[src/design/timer16_map.svh]
`ifndef TIMER16_MAP_SVH
`define TIMER16_MAP_SVH

// Byte locations of the wide registers and control register B on the 8-bit access port
`define T16_ADDR_CNT_LO  4'h0
`define T16_ADDR_CNT_HI  4'h1
`define T16_ADDR_CMPA_LO 4'h2
`define T16_ADDR_CMPA_HI 4'h3
`define T16_ADDR_CMPB_LO 4'h4
`define T16_ADDR_CMPB_HI 4'h5
`define T16_ADDR_CAP_LO  4'h6
`define T16_ADDR_CAP_HI  4'h7
`define T16_ADDR_CTLB    4'h8

// Control register B fields
`define T16_CS_LSB       0
`define T16_CS_W         3
`define T16_DIR_BIT      3

// Reset values
`define T16_HOLD_RST     8'h00
`define T16_WIDE_RST     16'h0000
`define T16_CTLB_RST     8'h00

// Clock select codes
`define T16_CS_STOP      3'h0
`define T16_CS_SYS       3'h1
`define T16_CS_DIV8      3'h2
`define T16_CS_DIV64     3'h3
`define T16_CS_DIV256    3'h4
`define T16_CS_DIV1024   3'h5
`define T16_CS_EXT_FALL  3'h6
`define T16_CS_EXT_RISE  3'h7

`endif

[src/design/timer16_pkg.sv]
`default_nettype none
package timer16_pkg;

	typedef struct packed {
		logic       rd;
		logic       wr;
		logic [3:0] addr;
		logic [7:0] wdata;
	} cpu_req_t;

	typedef enum logic [2:0] {
		DIR_IDLE = 3'b001,
		DIR_UP   = 3'b010,
		DIR_DOWN = 3'b100
	} count_dir_t;

endpackage
`default_nettype wire

[src/design/timer16_byte_access.sv]
`include "timer16_map.svh"
`default_nettype none
module timer16_byte_access #(
	parameter int WIDTH = 16
) (
	input  wire logic                 mclk_i,      // System clock, 250 MHz
	input  wire logic                 rst_n_i,     // Synchronous reset, active low
	input  wire timer16_pkg::cpu_req_t req_i,      // Byte access request
	output logic [7:0]                rdata_o,     // Read data, registered
	input  wire logic                 ext_clk_i,   // External count source
	input  wire logic                 capture_i,   // Capture strobe, one cycle
	input  wire logic                 clear_i,     // Counter clear request
	input  wire logic                 down_i,      // Mode asks for downward count
	output logic [WIDTH-1:0]          counter_value_o, // Counter value
	output logic [WIDTH-1:0]          compare_a_o, // Compare value A
	output logic [WIDTH-1:0]          compare_b_o, // Compare value B
	output logic [WIDTH-1:0]          capture_value_o, // Capture value
	output logic [7:0]                timer_control_b_o // Control register B
);

	initial begin
		if (WIDTH != 16) $error("Byte pairing serves exactly 16-bit registers");
	end

	////////////////////////////////////////////////////////////////////////////
	// Decode

	function automatic logic hit(input timer16_pkg::cpu_req_t r, input logic [3:0] a);
		return r.addr == a;
	endfunction

	logic [7:0]       hold_r;
	logic [WIDTH-1:0] cnt_r;
	logic [WIDTH-1:0] cmpa_r;
	logic [WIDTH-1:0] cmpb_r;
	logic [WIDTH-1:0] cap_r;
	logic [7:0]       ctlb_r;
	logic             tick;
	logic [7:0]       rd_nxt;
	timer16_pkg::count_dir_t dir;

	logic wr_cnt_lo, wr_cmpa_lo, wr_cmpb_lo, wr_cap_lo;
	logic wr_hold, rd_cnt_lo, rd_cap_lo;
	logic [WIDTH-1:0] commit;

	assign commit     = {hold_r, req_i.wdata};
	assign wr_cnt_lo  = req_i.wr & hit(req_i, `T16_ADDR_CNT_LO);
	assign wr_cmpa_lo = req_i.wr & hit(req_i, `T16_ADDR_CMPA_LO);
	assign wr_cmpb_lo = req_i.wr & hit(req_i, `T16_ADDR_CMPB_LO);
	assign wr_cap_lo  = req_i.wr & hit(req_i, `T16_ADDR_CAP_LO);
	// All four high-byte locations land in the single holding register
	assign wr_hold    = req_i.wr & (hit(req_i, `T16_ADDR_CNT_HI) | hit(req_i, `T16_ADDR_CMPA_HI)
		| hit(req_i, `T16_ADDR_CMPB_HI) | hit(req_i, `T16_ADDR_CAP_HI));
	assign rd_cnt_lo  = req_i.rd & hit(req_i, `T16_ADDR_CNT_LO);
	assign rd_cap_lo  = req_i.rd & hit(req_i, `T16_ADDR_CAP_LO);

	////////////////////////////////////////////////////////////////////////////
	// Holding register

	// Compare low reads leave it alone, so a compare read pair never disturbs it
	always_ff @(posedge mclk_i) begin
		if (!rst_n_i) hold_r <= `T16_HOLD_RST;
		else if (wr_hold) hold_r <= req_i.wdata;
		else if (rd_cnt_lo) hold_r <= cnt_r[15:8];
		else if (rd_cap_lo) hold_r <= cap_r[15:8];
		// Otherwise the value stays for reuse by later low-byte writes
	end

	////////////////////////////////////////////////////////////////////////////
	// Wide registers and control register B

	always_ff @(posedge mclk_i) begin
		if (!rst_n_i) cmpa_r <= `T16_WIDE_RST;
		else if (wr_cmpa_lo) cmpa_r <= commit;
	end

	always_ff @(posedge mclk_i) begin
		if (!rst_n_i) cmpb_r <= `T16_WIDE_RST;
		else if (wr_cmpb_lo) cmpb_r <= commit;
	end

	// Software write wins over a hardware capture in the same cycle
	always_ff @(posedge mclk_i) begin
		if (!rst_n_i) cap_r <= `T16_WIDE_RST;
		else if (wr_cap_lo) cap_r <= commit;
		else if (capture_i) cap_r <= cnt_r;
	end

	always_ff @(posedge mclk_i) begin
		if (!rst_n_i) ctlb_r <= `T16_CTLB_RST;
		else if (req_i.wr && hit(req_i, `T16_ADDR_CTLB)) ctlb_r <= req_i.wdata;
	end

	////////////////////////////////////////////////////////////////////////////
	// Counter core

	timer16_tick_sel #(
		.DIV_W (10)
	) u_tick (
		.mclk_i  (mclk_i),
		.rst_n_i (rst_n_i),
		.cs_i    (ctlb_r[`T16_CS_LSB +: `T16_CS_W]),
		.ext_i   (ext_clk_i),
		.tick_o  (tick)
	);

	always_comb begin
		if (!tick) dir = timer16_pkg::DIR_IDLE;
		else if (down_i | ctlb_r[`T16_DIR_BIT]) dir = timer16_pkg::DIR_DOWN;
		else dir = timer16_pkg::DIR_UP;
	end

	always_ff @(posedge mclk_i) begin
		if (!rst_n_i) cnt_r <= `T16_WIDE_RST;
		else if (wr_cnt_lo) cnt_r <= commit;
		else if (clear_i && tick) cnt_r <= `T16_WIDE_RST;
		else begin
			case (dir)
			timer16_pkg::DIR_UP:   cnt_r <= cnt_r + 16'h0001;
			timer16_pkg::DIR_DOWN: cnt_r <= cnt_r - 16'h0001;
			timer16_pkg::DIR_IDLE: cnt_r <= cnt_r;
			default:               cnt_r <= cnt_r;
			endcase
		end
	end

	////////////////////////////////////////////////////////////////////////////
	// Read path, one byte per access

	always_comb begin
		rd_nxt = 8'h00;
		case (req_i.addr)
		`T16_ADDR_CNT_LO:  rd_nxt = cnt_r[7:0];
		`T16_ADDR_CNT_HI:  rd_nxt = hold_r;
		`T16_ADDR_CMPA_LO: rd_nxt = cmpa_r[7:0];
		`T16_ADDR_CMPA_HI: rd_nxt = cmpa_r[15:8];
		`T16_ADDR_CMPB_LO: rd_nxt = cmpb_r[7:0];
		`T16_ADDR_CMPB_HI: rd_nxt = cmpb_r[15:8];
		`T16_ADDR_CAP_LO:  rd_nxt = cap_r[7:0];
		`T16_ADDR_CAP_HI:  rd_nxt = hold_r;
		`T16_ADDR_CTLB:    rd_nxt = ctlb_r;
		default:           rd_nxt = 8'h00;
		endcase
	end

	always_ff @(posedge mclk_i) begin
		if (!rst_n_i) rdata_o <= 8'h00;
		else if (req_i.rd) rdata_o <= rd_nxt;
	end

	assign counter_value_o   = cnt_r;
	assign compare_a_o       = cmpa_r;
	assign compare_b_o       = cmpb_r;
	assign capture_value_o   = cap_r;
	assign timer_control_b_o = ctlb_r;

endmodule
`default_nettype wire

[src/design/timer16_tick_sel.sv]
`include "timer16_map.svh"
`default_nettype none
module timer16_tick_sel #(
	parameter int DIV_W = 10
) (
	input  wire logic       mclk_i,   // System clock
	input  wire logic       rst_n_i,  // Synchronous reset, active low
	input  wire logic [2:0] cs_i,     // Clock select field
	input  wire logic       ext_i,    // External count pin
	output logic            tick_o    // One-cycle count enable
);

	initial begin
		if (DIV_W < 10) $error("DIV_W must cover the divide-by-1024 tap");
	end

	logic [DIV_W-1:0] div_r;
	logic             ext_r;

	// Free-running divider; every tap is a one-cycle enable, no derived clocks
	always_ff @(posedge mclk_i) begin
		if (!rst_n_i) div_r <= '0;
		else div_r <= div_r + 1'b1;
	end

	always_ff @(posedge mclk_i) begin
		if (!rst_n_i) ext_r <= 1'b0;
		else ext_r <= ext_i;
	end

	always_comb begin
		case (cs_i)
		`T16_CS_STOP:      tick_o = 1'b0;
		`T16_CS_SYS:       tick_o = 1'b1;
		`T16_CS_DIV8:      tick_o = (div_r[2:0] == 3'h7);
		`T16_CS_DIV64:     tick_o = (div_r[5:0] == 6'h3f);
		`T16_CS_DIV256:    tick_o = (div_r[7:0] == 8'hff);
		`T16_CS_DIV1024:   tick_o = (div_r[9:0] == 10'h3ff);
		`T16_CS_EXT_FALL:  tick_o = ext_r & ~ext_i;
		`T16_CS_EXT_RISE:  tick_o = ~ext_r & ext_i;
		default:           tick_o = 1'b0;
		endcase
	end

endmodule
`default_nettype wire

[config.mk]
export PLATFORM = sky130hd
export DESIGN_NAME = timer16_byte_access
export DESIGN_NICKNAME = d
export VERILOG_FILES = /design/src/design/timer16_pkg.sv /design/src/design/timer16_byte_access.sv /design/src/design/timer16_tick_sel.sv
export VERILOG_INCLUDE_DIRS = /design/src /design/src/design
export SDC_FILE = /design/constraint.sdc
export NUM_CORES = 1
export LEC_CHECK = 0
export BUFFER_PORTS_ARGS = -buffer_cell sky130_fd_sc_hd__buf_2
export CORE_ASPECT_RATIO = 0.7
export CORE_UTILIZATION = 35
export DETAILED_ROUTE_END_ITERATION = 10
export PLACE_DENSITY = 0.63
export SYNTH_ARGS = -nofsm -noshare
export SYNTH_HDL_FRONTEND = slang
export SYNTH_SLANG_ARGS = --single-unit
[constraint.sdc]
create_clock -name mclk_i -period 4.6 [get_ports mclk_i]
set_input_delay 0 -clock mclk_i [delete_from_list [all_inputs] [get_ports mclk_i]]
set_output_delay 0 -clock mclk_i [all_outputs]
set_load 0.02 [all_outputs]
==> results.sh, run 1 <==
export IMPL_synthArstFlopShare_pct=0
export IMPL_finalMaxSlewViolations=0
export IMPL_cts_tree="yes"
export IMPL_wirelength_mm=18.3
export IMPL_worstSetupEndpoint="counter_value_o[14]"
export IMPL_floorplan_core_area_mm2=0.0150
export IMPL_area_sequential_mm2=0.00198
export IMPL_drt_pass1_iterations=8
export IMPL_yosys_most_used_dff="sky130_fd_sc_hd__dfxtp_1"
export IMPL_met2_length_mm=7.69
export IMPL_floorplan_die_width_um=152
export IMPL_fp_row_count=37
export IMPL_total_power_uw=1930
export IMPL_utilization_pct=42.9
export IMPL_cell_count_of_the_worst_reg_to_reg_path=14
export IMPL_worst_endpoint_required_ns=4.83
export IMPL_holdCritPathClass="input pin to flop"
export IMPL_ctsHtreeMaxLevel=3
export IMPL_combined_area_of_the_multi_input_logic_cells_mm2=0.00329
export IMPL_ratio_of_total_power_to_cell_area_mw_per_mm2=299
export IMPL_max_cap_violations=0
export IMPL_synth_yosys_seq_area_share_pct=35.9
export IMPL_synth_avg_cell_area_um2=8.03
export IMPL_crit_type="flop to flop"
export IMPL_drt_antenna_violating_nets=0
export IMPL_cell_types_occupying_the_most_area_after_synthesis="sky130_fd_sc_hd__dfxtp_1 36%, sky130_fd_sc_hd__nand2_1 9.3%, sky130_fd_sc_hd__mux2i_1 7.4%"
export IMPL_vias_per_cell=5.75
export IMPL_synth_seq_cells=99
export IMPL_synth_edff_count=0
export IMPL_clk_path_buf_depth=2
export IMPL_design_portCount=100
export IMPL_unrepaired_setup_endpoints_after_global_routing="false"
export IMPL_worst_path_max_fanout=17
export IMPL_crit_path_max_incr_delay_ns=0.51
export IMPL_portBuffers=99
export IMPL_clkSlewWorstSetupHoldPaths_ns=0.08
export IMPL_postSynthNetCount=711
export IMPL_setup_tns_final_ns=0
export IMPL_crit_end_element="flop"
export IMPL_period_needed_ns=3.55
export IMPL_violations_in_the_final_reports="design-rule violations"
export IMPL_yosys_area_top_type="sky130_fd_sc_hd__dfxtp_1"
export IMPL_max_clock_freq_mhz=281
export IMPL_critical_path_startpoint="u_tick.div_r[0]"
export IMPL_startpoint_type="flop"
export IMPL_final_period_utilization_pct=77.2
export IMPL_leakage_uw=0.00282
export IMPL_first_pass_grt_wire_length_mm=28.3
export IMPL_die_height_um=107
export IMPL_routed_top_layer="met5"
export IMPL_maximum_number_of_pins_on_one_net_before_global_route_repair=102
export IMPL_post_route_cells_drive_above_1_share_pct=16.7
export IMPL_die_area_mm2=0.0163
export IMPL_synth_lib_cells_used_distinct=62
export IMPL_cts_made_buffers=9
export IMPL_cts_repair_resized=0
export IMPL_yosys_area_top_type_share_pct=35.9
export IMPL_vias=5462
export IMPL_num_nets_final=774
export IMPL_start_util_pct=36.7
export IMPL_insertion_delay_ns=0.35
export IMPL_reg2reg_to="counter_value_o[14]"
export IMPL_route_detailed_drc=8
export IMPL_hold_critical_path_depth=3
export IMPL_detailedRoute_firstIterationViolations=619
export IMPL_grt_total_usage_pct=22.4
export IMPL_gpl_final_weighted_congestion=0.879
export IMPL_wirelength_met1_mm=8.62
export IMPL_syn_cell_area_mm2=0.00552
export IMPL_reg2reg_slack_ns=1.05
export IMPL_antenna_diode_count=0
export IMPL_peak_supply_drop_v=0.000164
export IMPL_initial_antenna_violation_count=1
export IMPL_met3_wirelength_mm=1.80
export IMPL_overflow=0
export IMPL_crit_path_cell_trace="ha_1, and4_1, a21oi_1, o311ai_4, nand2_4, xnor2_1, ha_1, nor2_1, nand3_1, or3b_2, a311oi_1, a311oi_1, xnor2_1, o21ai_0"
export IMPL_hpwlAfterDp_mm=12.8
export IMPL_post_synth_inst_count=687
export IMPL_post_drt_wl_per_cell_um=19.2
export IMPL_outcome="complete, but fails checks"
export IMPL_synth_common_cells="136 x sky130_fd_sc_hd__nand2_1, 99 x sky130_fd_sc_hd__dfxtp_1, 47 x sky130_fd_sc_hd__clkbuf_1"
export IMPL_layout_stage_area_growth_over_the_synthesis_result_pct=17.0
export IMPL_timing_critical_path_slowest_stage_cell="sky130_fd_sc_hd__or3b_2"
export IMPL_finClkSkew_ns=0.0149
export IMPL_cts_hold_repair_buffers=7
export IMPL_vias_in_the_first_global_route=4772
export IMPL_postCtsSetupBuffers=0
export IMPL_hold_viol_final=0
export IMPL_clockRootBuffer="sky130_fd_sc_hd__clkbuf_16"
export IMPL_r2r_start="u_tick.div_r[0]"
export IMPL_timing_max_slew_rel_slack_pct=30.2
export IMPL_setup_viol_count_final=0
export IMPL_worst_max_slew_pin_slew_ns=1.04
export IMPL_ys_warnings_count=0
export IMPL_cell_with_the_most_instances_after_synthesis="sky130_fd_sc_hd__nand2_1"
export IMPL_clkSinkCount=99
export IMPL_worst_endpoint_arrival_ns=3.78
export IMPL_n_fill_cell=1522
-- stage by stage --
| stage | hold slack [ns] | instance area [um^2] | instances | setup WS (ns) |
|---|---|---|---|---|
| 2_1_floorplan | 0.122 | 5520 | 687 | 1.21 |
| 3_3_place_gp | 0.251 | 6050 | 927 | 1.14 |
| 3_5_place_dp | 0.248 | 6050 | 927 | 1.08 |
| 4_1_cts | 0.0133 | 6450 | 950 | 1.08 |
| 5_1_grt | 0.0355 | 6450 | 950 | 0.764 |
| 6_report | 0.0300 | 6450 | 950 | 1.05 |
-- how the worst min path moves through the flow --
stage / from / slack [ns] / endpoint
6_report: req_i[6] / 0.03 / compare_a_o[6]
3_5_place_dp: ext_clk_i / 0.25 / u_tick.ext_r
5_1_grt: req_i[6] / 0.04 / compare_b_o[6]
4_1_cts: req_i[6] / 0.01 / compare_a_o[6]
2_1_floorplan: ext_clk_i / 0.12 / u_tick.ext_r
3_3_place_gp: ext_clk_i / 0.25 / u_tick.ext_r
-- layer usage --
| metal | vias to the layer above | track usage (%) |
|---|---|---|
| met5 | - | 0 |
| met4 | 2 | 5.32 |
| met3 | 23 | 5.13 |
| met2 | 275 | 32.1 |
| met1 | 2582 | 33.3 |
| li1 | 2580 | - |
-- report_power, final --
part | leakage [uW] | total, uW | internal, uW | switching (uW)
clock network | 0.000152 | 847 | 495 | 353
logic | 0.00186 | 180 | 64.8 | 115
registers | 0.000800 | 900 | 872 | 28.3
-- area by class of cell --
cell class              count  share of cell area [%]
multi-input cells         524                    51.0
flip-flops and latches     99                    30.7
repair buffers            108                    9.00
well taps                 195                    3.78
clock buffers              11                    3.76
clock inverters             5                    1.30
inverters                   8                   0.465
-- registers in the layout, summed over array words and instances, names as in the netlist --
name,cells
hold_r,8
rdata_o,8
u_tick.ext_r,1
capture_value_o,16
timer_control_b_o,8
compare_b_o,16
compare_a_o,16
u_tick.div_r,10
counter_value_o,16
-- kinds of logic after synthesis --
group,synth area share (%)
xor gates and xnor gates,2.38
buffers and inverters,4.45
and+or+nand+nor,23.7
muxes,7.65
AOI/OAI and AO/OA,25.0
DFF,35.9
adders and majority gates,0.907
-- layout by cell type (no fill, tap or decap), drive strengths merged, types with 7 or more instances in the layout --
cell and instances:
buf 101, mux2i 41, nor2 25, a21boi 41
o22ai 9, nor3 8, dfxtp 99, dlygate4sd3 7
a31oi 12, o211a 18, and2 21, xnor2 12
o21ai 31, a22o 8, and3 9, nand2 137
a21oi 20, nor2b 15, o211ai 7, nand3 25
clkbuf 11, inv 8
-- critical path, delay by kind of cell, from the launching register on --
| kind | cells | cell delay, ns |
|---|---|---|
| xor+xnor | 2 | 0.33 |
| flops | 1 | 0.38 |
| compound gates | 5 | 0.98 |
| fa+ha+maj | 2 | 0.51 |
| simple gates | 5 | 1.23 |
No activity file was read; power rests on OpenSTA's default activity.
==> inputs of run 2 (changes only) <==
--- a/config.mk
+++ b/config.mk
@@ -6,6 +6,7 @@
 export SDC_FILE = /design/constraint.sdc
 export NUM_CORES = 1
 export LEC_CHECK = 0
+export ABC_AREA = 1
 export BUFFER_PORTS_ARGS = -buffer_cell sky130_fd_sc_hd__buf_2
 export CORE_ASPECT_RATIO = 0.7
 export CORE_UTILIZATION = 35
==> constraint.sdc (replaced) <==
create_clock -name mclk_i -period 3.6 [get_ports mclk_i]
set_input_delay 0 -clock mclk_i [delete_from_list [all_inputs] [get_ports mclk_i]]
set_output_delay 0 -clock mclk_i [all_outputs]
set_load 0.02 [all_outputs]
==> run 2 against run 1 <==
The run now ends clean. Setup slack worse by 0.27 ns. Clock power up 16%. Cell count grew 17%. Hold slack worse by 0.028 ns. Die area up 1.7%. Synthesized cell count rose by 20%. Critical path depth increased by 1. Power rose by 24%. Largest power group unchanged.
==> results.sh, run 2 <==
export IMPL_clkSinkCount=99
export IMPL_leakage_uw=0.00294
export IMPL_cts_hold_repair_buffers=6
export IMPL_vias=5867
export IMPL_post_drt_wl_per_cell_um=16.7
export IMPL_cell_with_the_most_instances_after_synthesis="sky130_fd_sc_hd__nand2_1"
export IMPL_worst_max_slew_pin_slew_ns=1.04
export IMPL_yosys_most_used_dff="sky130_fd_sc_hd__dfxtp_1"
export IMPL_yosys_area_top_type_share_pct=35.3
export IMPL_hold_critical_path_depth=3
export IMPL_synthArstFlopShare_pct=0
export IMPL_first_pass_grt_wire_length_mm=29.2
export IMPL_critical_path_startpoint="u_tick.div_r[0]"
export IMPL_ratio_of_total_power_to_cell_area_mw_per_mm2=363
export IMPL_startpoint_type="flop"
export IMPL_timing_max_slew_rel_slack_pct=30.2
export IMPL_cts_made_buffers=9
export IMPL_period_needed_ns=2.82
export IMPL_clk_path_buf_depth=2
export IMPL_floorplan_core_area_mm2=0.0156
export IMPL_finClkSkew_ns=0.0129
export IMPL_hpwlAfterDp_mm=13.9
export IMPL_worst_endpoint_required_ns=3.89
export IMPL_hold_path_startpoint="req_i[5]"
export IMPL_max_clock_freq_mhz=354
export IMPL_crit_type="flop to flop"
export IMPL_worst_path_max_fanout=12
export IMPL_postSynthNetCount=848
export IMPL_clkSlewWorstSetupHoldPaths_ns=0.07
export IMPL_post_route_cells_drive_above_1_share_pct=19.3
export IMPL_clockRootBuffer="sky130_fd_sc_hd__clkbuf_16"
export IMPL_placed_area_mm2=0.00621
export IMPL_grt_total_usage_pct=22.9
export IMPL_reg2reg_to="counter_value_o[12]"
export IMPL_insertion_delay_ns=0.36
export IMPL_reg2reg_slack_ns=0.78
export IMPL_outcome="completed"
export IMPL_cts_tree="yes"
export IMPL_start_util_pct=36.0
export IMPL_critPathBufInv=1
export IMPL_crit_end_element="flop"
export IMPL_overflow=0
export IMPL_vias_per_cell=5.28
export IMPL_synth_common_cells="141 x sky130_fd_sc_hd__nand2_1, 136 x sky130_fd_sc_hd__inv_1, 105 x sky130_fd_sc_hd__o21ai_0"
export IMPL_postCtsSetupBuffers=0
export IMPL_worst_endpoint_arrival_ns=3.11
export IMPL_portBuffers=99
export IMPL_timing_critical_path_max_delay_family="simple AND/OR/NAND/NOR gates"
export IMPL_setup_tns_final_ns=0
export IMPL_die_height_um=108
export IMPL_synth_lib_cells_used_distinct=47
export IMPL_synth_yosys_seq_area_share_pct=35.3
export IMPL_total_power_uw=2380
export IMPL_crit_path_max_incr_delay_ns=0.33
export IMPL_ctsHtreeMaxLevel=3
export IMPL_finalHoldWorstSlack_ns=0.00167
export IMPL_hold_end="timer_control_b_o[5]"
export IMPL_peak_supply_drop_v=0.000202
export IMPL_cts_repair_resized=0
export IMPL_layout_common_cells="141 x sky130_fd_sc_hd__nand2_1, 136 x sky130_fd_sc_hd__inv_1, 105 x sky130_fd_sc_hd__o21ai_0"
export IMPL_hold_viol_final=0
export IMPL_die_area_mm2=0.0165
export IMPL_cell_count_of_the_worst_reg_to_reg_path=15
export IMPL_layout_commonest_cell="sky130_fd_sc_hd__nand2_1"
export IMPL_drt_pass1_iterations=6
export IMPL_antenna_diode_count=0
export IMPL_drt_antenna_violating_nets=0
export IMPL_ys_warnings_count=0
export IMPL_setup_viol_count_final=0
export IMPL_finalMaxSlewViolations=0
export IMPL_synth_seq_cells=99
export IMPL_crit_path_cell_trace="ha_1, ha_1, nand2_1, a21oi_1, nand2_1, nand3_2, nand2_4, buf_4, xor2_2, nand2_1, nor2_1, nand3_1, nand3_1, nand3_1, a21oi_1"
export IMPL_design_portCount=100
export IMPL_holdCritPathClass="input pin to flop"
export IMPL_detailedRoute_firstIterationViolations=620
export IMPL_unrepaired_setup_endpoints_after_global_routing="false"
export IMPL_n_fill_cell=1684
export IMPL_post_synth_inst_count=824
export IMPL_yosys_area_top_type="sky130_fd_sc_hd__dfxtp_1"
export IMPL_timing_critical_path_slowest_stage_cell="sky130_fd_sc_hd__dfxtp_1"
export IMPL_cell_types_occupying_the_most_area_after_synthesis="sky130_fd_sc_hd__dfxtp_1 35%, sky130_fd_sc_hd__nand2_1 9.4%, sky130_fd_sc_hd__o21ai_0 9.4%"
export IMPL_synth_avg_cell_area_um2=6.81
export IMPL_floorplan_die_width_um=153
export IMPL_num_nets_final=931
export IMPL_gpl_final_weighted_congestion=0.921
export IMPL_layout_stage_area_growth_over_the_synthesis_result_pct=17.0
export IMPL_wirelength_mm=18.6
export IMPL_final_period_utilization_pct=78.4
export IMPL_vias_in_the_first_global_route=5268
export IMPL_maximum_number_of_pins_on_one_net_before_global_route_repair=73
export IMPL_route_detailed_drc=0
export IMPL_initial_antenna_violation_count=0
export IMPL_synth_edff_count=0
export IMPL_syn_cell_area_mm2=0.00561
export IMPL_r2r_start="u_tick.div_r[0]"
export IMPL_design_area_mm2=0.00656
export IMPL_fp_row_count=38
export IMPL_max_cap_violations=0
[run 2: changes by cell type after synthesis, sizes merged, moves of 12 or more]
| cell | change |
|---|---|
| a21oi | +73 |
| nand2 | +24 |
| and2 | -21 |
| a21boi | -40 |
| o21ai | +76 |
| o211a | -18 |
| mux2i | -41 |
| nor2 | +19 |
| xnor2 | -12 |
| nand3 | +19 |
| clkbuf | -17 |
| nor2b | -15 |
| o22ai | +23 |
| inv | +135 |
[run 2: final cells by class]
cell class	count	area [um^2]	share of cell area (%)
Multi-Input combinational cell	539	2880	43.9
Sequential cell	99	1980	30.2
Timing Repair Buffer	110	593	9.04
Inverter	148	561	8.54
Tap cell	200	250	3.81
Clock buffer	10	239	3.64
Clock inverter	6	53.8	0.820
[run 2: how the worst max path moves through the flow]
stage / endpoint / slack [ns] / cells past startpoint
after global routing: counter_value_o[8] / 0.53 / 20
after detailed placement: counter_value_o[15] / 0.83 / 18
after CTS: counter_value_o[12] / 0.82 / 15
after floorplan: counter_value_o[14] / 1.20 / 19
final: counter_value_o[12] / 0.78 / 15
after global placement: counter_value_o[12] / 0.86 / 15
[run 2: routing by layer]
metal,vias to the layer above,track usage [%],part of all wire (%)
met5,-,0,0
li1,2886,-,-
met3,14,3.99,8.4
met2,246,33.7,41
met4,0,3.82,0.66
met1,2721,34.8,50
[run 2: cells by family (layout without fill, tap and decap cells)]
| group | Yosys count | count (layout) | share of synthesized area, % |
|---|---|---|---|
| and+or+nand+nor | 262 | 262 | 22.3 |
| adders and majority gates | 4 | 4 | 0.892 |
| AOI/OAI and AO/OA | 264 | 264 | 26.2 |
| DFF | 99 | 99 | 35.3 |
| xor gates and xnor gates | 9 | 9 | 1.94 |
| buffers and inverters | 186 | 274 | 13.3 |
[run 2: where the power goes]
group / switching, uW / total [uW] / internal, uW
clock network: 478 / 981 / 503
registers: 32.1 / 1150 / 1120
logic: 177 / 250 / 73.5
total: 687 / 2380 / 1700
[run 2: stage by stage]
stage          setup WS, ns  util, %  cells
2_1_floorplan          1.20        -    824
3_3_place_gp          0.859     39.8   1090
3_5_place_dp          0.834     39.8   1090
4_1_cts               0.820     42.1   1112
5_1_grt               0.526     42.1   1112
6_report              0.779     42.1   1112
[run 2: tightest hold or removal path, delay by kind of cell]
| kind | cells | cell delay, ns |
|---|---|---|
| buffers and inverters | 1 | 0.12 |
| AOI/OAI and AO/OA | 2 | 0.19 |
==> inputs of run 3 (changes only) <==
--- a/config.mk
+++ b/config.mk
@@ -6,12 +6,12 @@
 export SDC_FILE = /design/constraint.sdc
 export NUM_CORES = 1
 export LEC_CHECK = 0
-export ABC_AREA = 1
+export ABC_AREA = 0
 export BUFFER_PORTS_ARGS = -buffer_cell sky130_fd_sc_hd__buf_2
 export CORE_ASPECT_RATIO = 0.7
 export CORE_UTILIZATION = 35
 export DETAILED_ROUTE_END_ITERATION = 10
-export PLACE_DENSITY = 0.63
+export PLACE_DENSITY = 0.65
 export SYNTH_ARGS = -nofsm -noshare
 export SYNTH_HDL_FRONTEND = slang
 export SYNTH_SLANG_ARGS = --single-unit
==> constraint.sdc (replaced) <==
create_clock -name mclk_i -period 2.4 [get_ports mclk_i]
set_input_delay 0 -clock mclk_i [delete_from_list [all_inputs] [get_ports mclk_i]]
set_output_delay 0 -clock mclk_i [all_outputs]
set_load 0.02 [all_outputs]
==> run 3 against run 2 <==
The run now ends with design-rule violations, negative setup slack left. Non-clock buffer count increased by 56. Die area fell by 1.6%. Wire length increased by 1.4%. Utilization grew 4.9 points. Register-to-register slack worse by 1.3 ns. First-iteration DRC count shrank 16%. Critical endpoint is now counter_value_o[14].
==> results.sh, run 3 (synthesized netlist as in run 1, its figures left out) <==
export IMPL_outcome="complete, but fails checks"
export IMPL_violations_in_the_final_reports="design-rule violations, negative setup slack"
export IMPL_hpwlAfterDp_mm=13.9
export IMPL_route_detailed_drc=8
export IMPL_area_sequential_mm2=0.00199
export IMPL_vias_per_cell=5.60
export IMPL_worst_max_slew_pin_slew_ns=0.764
export IMPL_floorplan_core_area_mm2=0.0150
export IMPL_num_nets_final=832
export IMPL_max_clock_freq_mhz=341
export IMPL_ctsHtreeMaxLevel=3
export IMPL_ratio_of_total_power_to_cell_area_mw_per_mm2=518
export IMPL_fp_row_count=37
export IMPL_worst_path_max_fanout=4
export IMPL_post_route_cells_drive_above_1_share_pct=25.5
export IMPL_clkSinkCount=99
export IMPL_design_portCount=100
export IMPL_portBuffers=99
export IMPL_crit_path_cell_trace="ha_4, nand4_1, a2111o_1, o311ai_4, buf_6, nand2_4, xnor2_4, ha_4, nor2_4, nand3_2, or3b_4, a311oi_2, a311oi_2, xnor2_1, o21ai_1"
export IMPL_timing_max_slew_rel_slack_pct=48.7
export IMPL_combined_area_of_the_multi_input_logic_cells_mm2=0.00344
export IMPL_gpl_final_weighted_congestion=0.893
export IMPL_clk_path_buf_depth=2
export IMPL_maximum_number_of_pins_on_one_net_before_global_route_repair=90
export IMPL_hold_viol_final=0
export IMPL_grt_total_usage_pct=23.4
export IMPL_worst_endpoint_required_ns=2.64
export IMPL_holdCritPathClass="input pin to flop"
export IMPL_timing_critical_path_max_delay_family="compound AO/OA/AOI/OAI gates"
export IMPL_cts_made_buffers=9
export IMPL_unrepaired_setup_endpoints_after_global_routing="true"
export IMPL_start_util_pct=36.7
export IMPL_vias_in_the_first_global_route=5040
export IMPL_peak_supply_drop_v=0.000383
export IMPL_finClkSkew_ns=0.0112
export IMPL_reg2reg_slack_ns=-0.53
export IMPL_n_fill_cell=1464
export IMPL_finalWorstSetupSlack_ns=-0.530
export IMPL_crit_type="flop to flop"
export IMPL_crit_end_element="flop"
export IMPL_leakage_uw=0.00314
export IMPL_period_needed_ns=2.93
export IMPL_die_height_um=107
export IMPL_utilization_pct=47.0
export IMPL_startpoint_type="flop"
export IMPL_vias=5644
export IMPL_max_cap_violations=0
export IMPL_cts_tree="yes"
export IMPL_finalMaxSlewViolations=0
export IMPL_worst_endpoint_arrival_ns=3.17
export IMPL_post_drt_wl_per_cell_um=18.7
export IMPL_insertion_delay_ns=0.35
export IMPL_layout_common_cells="136 x sky130_fd_sc_hd__nand2_1, 99 x sky130_fd_sc_hd__buf_2, 95 x sky130_fd_sc_hd__dfxtp_1"
export IMPL_overflow=0
export IMPL_wirelength_mm=18.9
export IMPL_layout_commonest_cell="sky130_fd_sc_hd__nand2_1"
export IMPL_drt_antenna_violating_nets=0
export IMPL_crit_path_max_incr_delay_ns=0.40
export IMPL_die_area_mm2=0.0163
export IMPL_initial_antenna_violation_count=1
export IMPL_total_power_uw=3660
export IMPL_clkSlewWorstSetupHoldPaths_ns=0.07
export IMPL_timing_critical_path_slowest_stage_cell="sky130_fd_sc_hd__or3b_4"
export IMPL_detailedRoute_firstIterationViolations=519
export IMPL_first_pass_grt_wire_length_mm=29.4
export IMPL_setup_viol_count_final=9
export IMPL_layout_stage_area_growth_over_the_synthesis_result_pct=28.2
export IMPL_drt_pass1_iterations=9
export IMPL_antenna_diode_count=0
export IMPL_final_period_utilization_pct=122
export IMPL_critPathBufInv=1
export IMPL_floorplan_die_width_um=152
export IMPL_clockRootBuffer="sky130_fd_sc_hd__clkbuf_16"
[run 3: changes by cell type in the layout (fill, tap and decap cells not counted), sizes merged, moves of 23 or more]
cell	previous run	this run
o21ai	107	31
nand2	161	137
buf	104	159
a21boi	1	41
a21oi	93	20
inv	146	11
o22ai	32	9
mux2i	0	41
[run 3: per-stage QoR]
step | instances | hold WS [ns] | TNS [ns] | setup slack (ns) | instance area [um^2]
floorplan | 687 | 0.122 | -2.52 | -0.596 | 5660
global placement | 979 | 0.264 | -2.94 | -0.514 | 6610
detailed placement | 979 | 0.270 | -3.22 | -0.553 | 6610
CTS | 1005 | 0.00401 | -3.38 | -0.536 | 7050
global route | 1008 | 0.0199 | -4.56 | -0.636 | 7070
finish | 1008 | 0.0139 | -2.99 | -0.530 | 7070
[run 3: per-layer routing]
| layer | global-route usage (%) | vias to the layer above | wire length [um] |
|---|---|---|---|
| li1 | - | 2694 | - |
| met1 | 35.2 | 2662 | 9230 |
| met2 | 33.5 | 251 | 7550 |
| met3 | 4.37 | 35 | 1740 |
| met4 | 6.12 | 2 | 357 |
| met5 | 0 | - | 14 |
[run 3: path summary, 6_finish.rpt]
path | endpoint | depth (start not counted) | startpoint
min reg2reg | compare_b_o[6] | 2 | compare_b_o[6]
min | compare_a_o[6] | 3 | req_i[6]
max reg2reg | counter_value_o[14] | 15 | u_tick.div_r[1]
max | counter_value_o[14] | 15 | u_tick.div_r[1]
[run 3: layout make-up]
| class | instances | area share, % |
|---|---|---|
| Multi-Input combinational cell | 524 | 48.6 |
| Sequential cell | 99 | 28.1 |
| Timing Repair Buffer | 166 | 15.1 |
| Tap cell | 195 | 3.45 |
| Clock buffer | 9 | 3.18 |
| Clock inverter | 7 | 1.17 |
| Inverter | 8 | 0.425 |
[run 3: report_power, final]
group / total, uW / switching [uW] / internal [uW] / leakage [uW]
combinational: 407 / 246 / 161 / 0.00219
clock: 1540 / 712 / 829 / 0.000145
sequential: 1710 / 42.9 / 1670 / 0.000802
[run 3: worst reg2reg max path: stages, from the launching register on]
cell                       delay [ns]
sky130_fd_sc_hd__dfxtp_2         0.36
sky130_fd_sc_hd__ha_4            0.15
sky130_fd_sc_hd__nand4_1         0.12
sky130_fd_sc_hd__a2111o_1        0.35
sky130_fd_sc_hd__o311ai_4        0.10
sky130_fd_sc_hd__buf_6           0.17
sky130_fd_sc_hd__nand2_4         0.08
sky130_fd_sc_hd__xnor2_4         0.13
sky130_fd_sc_hd__ha_4            0.17
sky130_fd_sc_hd__nor2_4          0.11
sky130_fd_sc_hd__nand3_2         0.10
sky130_fd_sc_hd__or3b_4          0.40
sky130_fd_sc_hd__a311oi_2        0.29
sky130_fd_sc_hd__a311oi_2        0.08
sky130_fd_sc_hd__xnor2_1         0.15
sky130_fd_sc_hd__o21ai_1         0.07
[run 3: what timing repair did]
item / in CTS / in global routing
hold buffers: 7 / 0
buffers inserted: 3 / 3
setup endpoints to repair: 12 / 12
pin swaps: 7 / 5
resized for setup: 9 / 1
endpoints found under the hold margin: 10 / 0
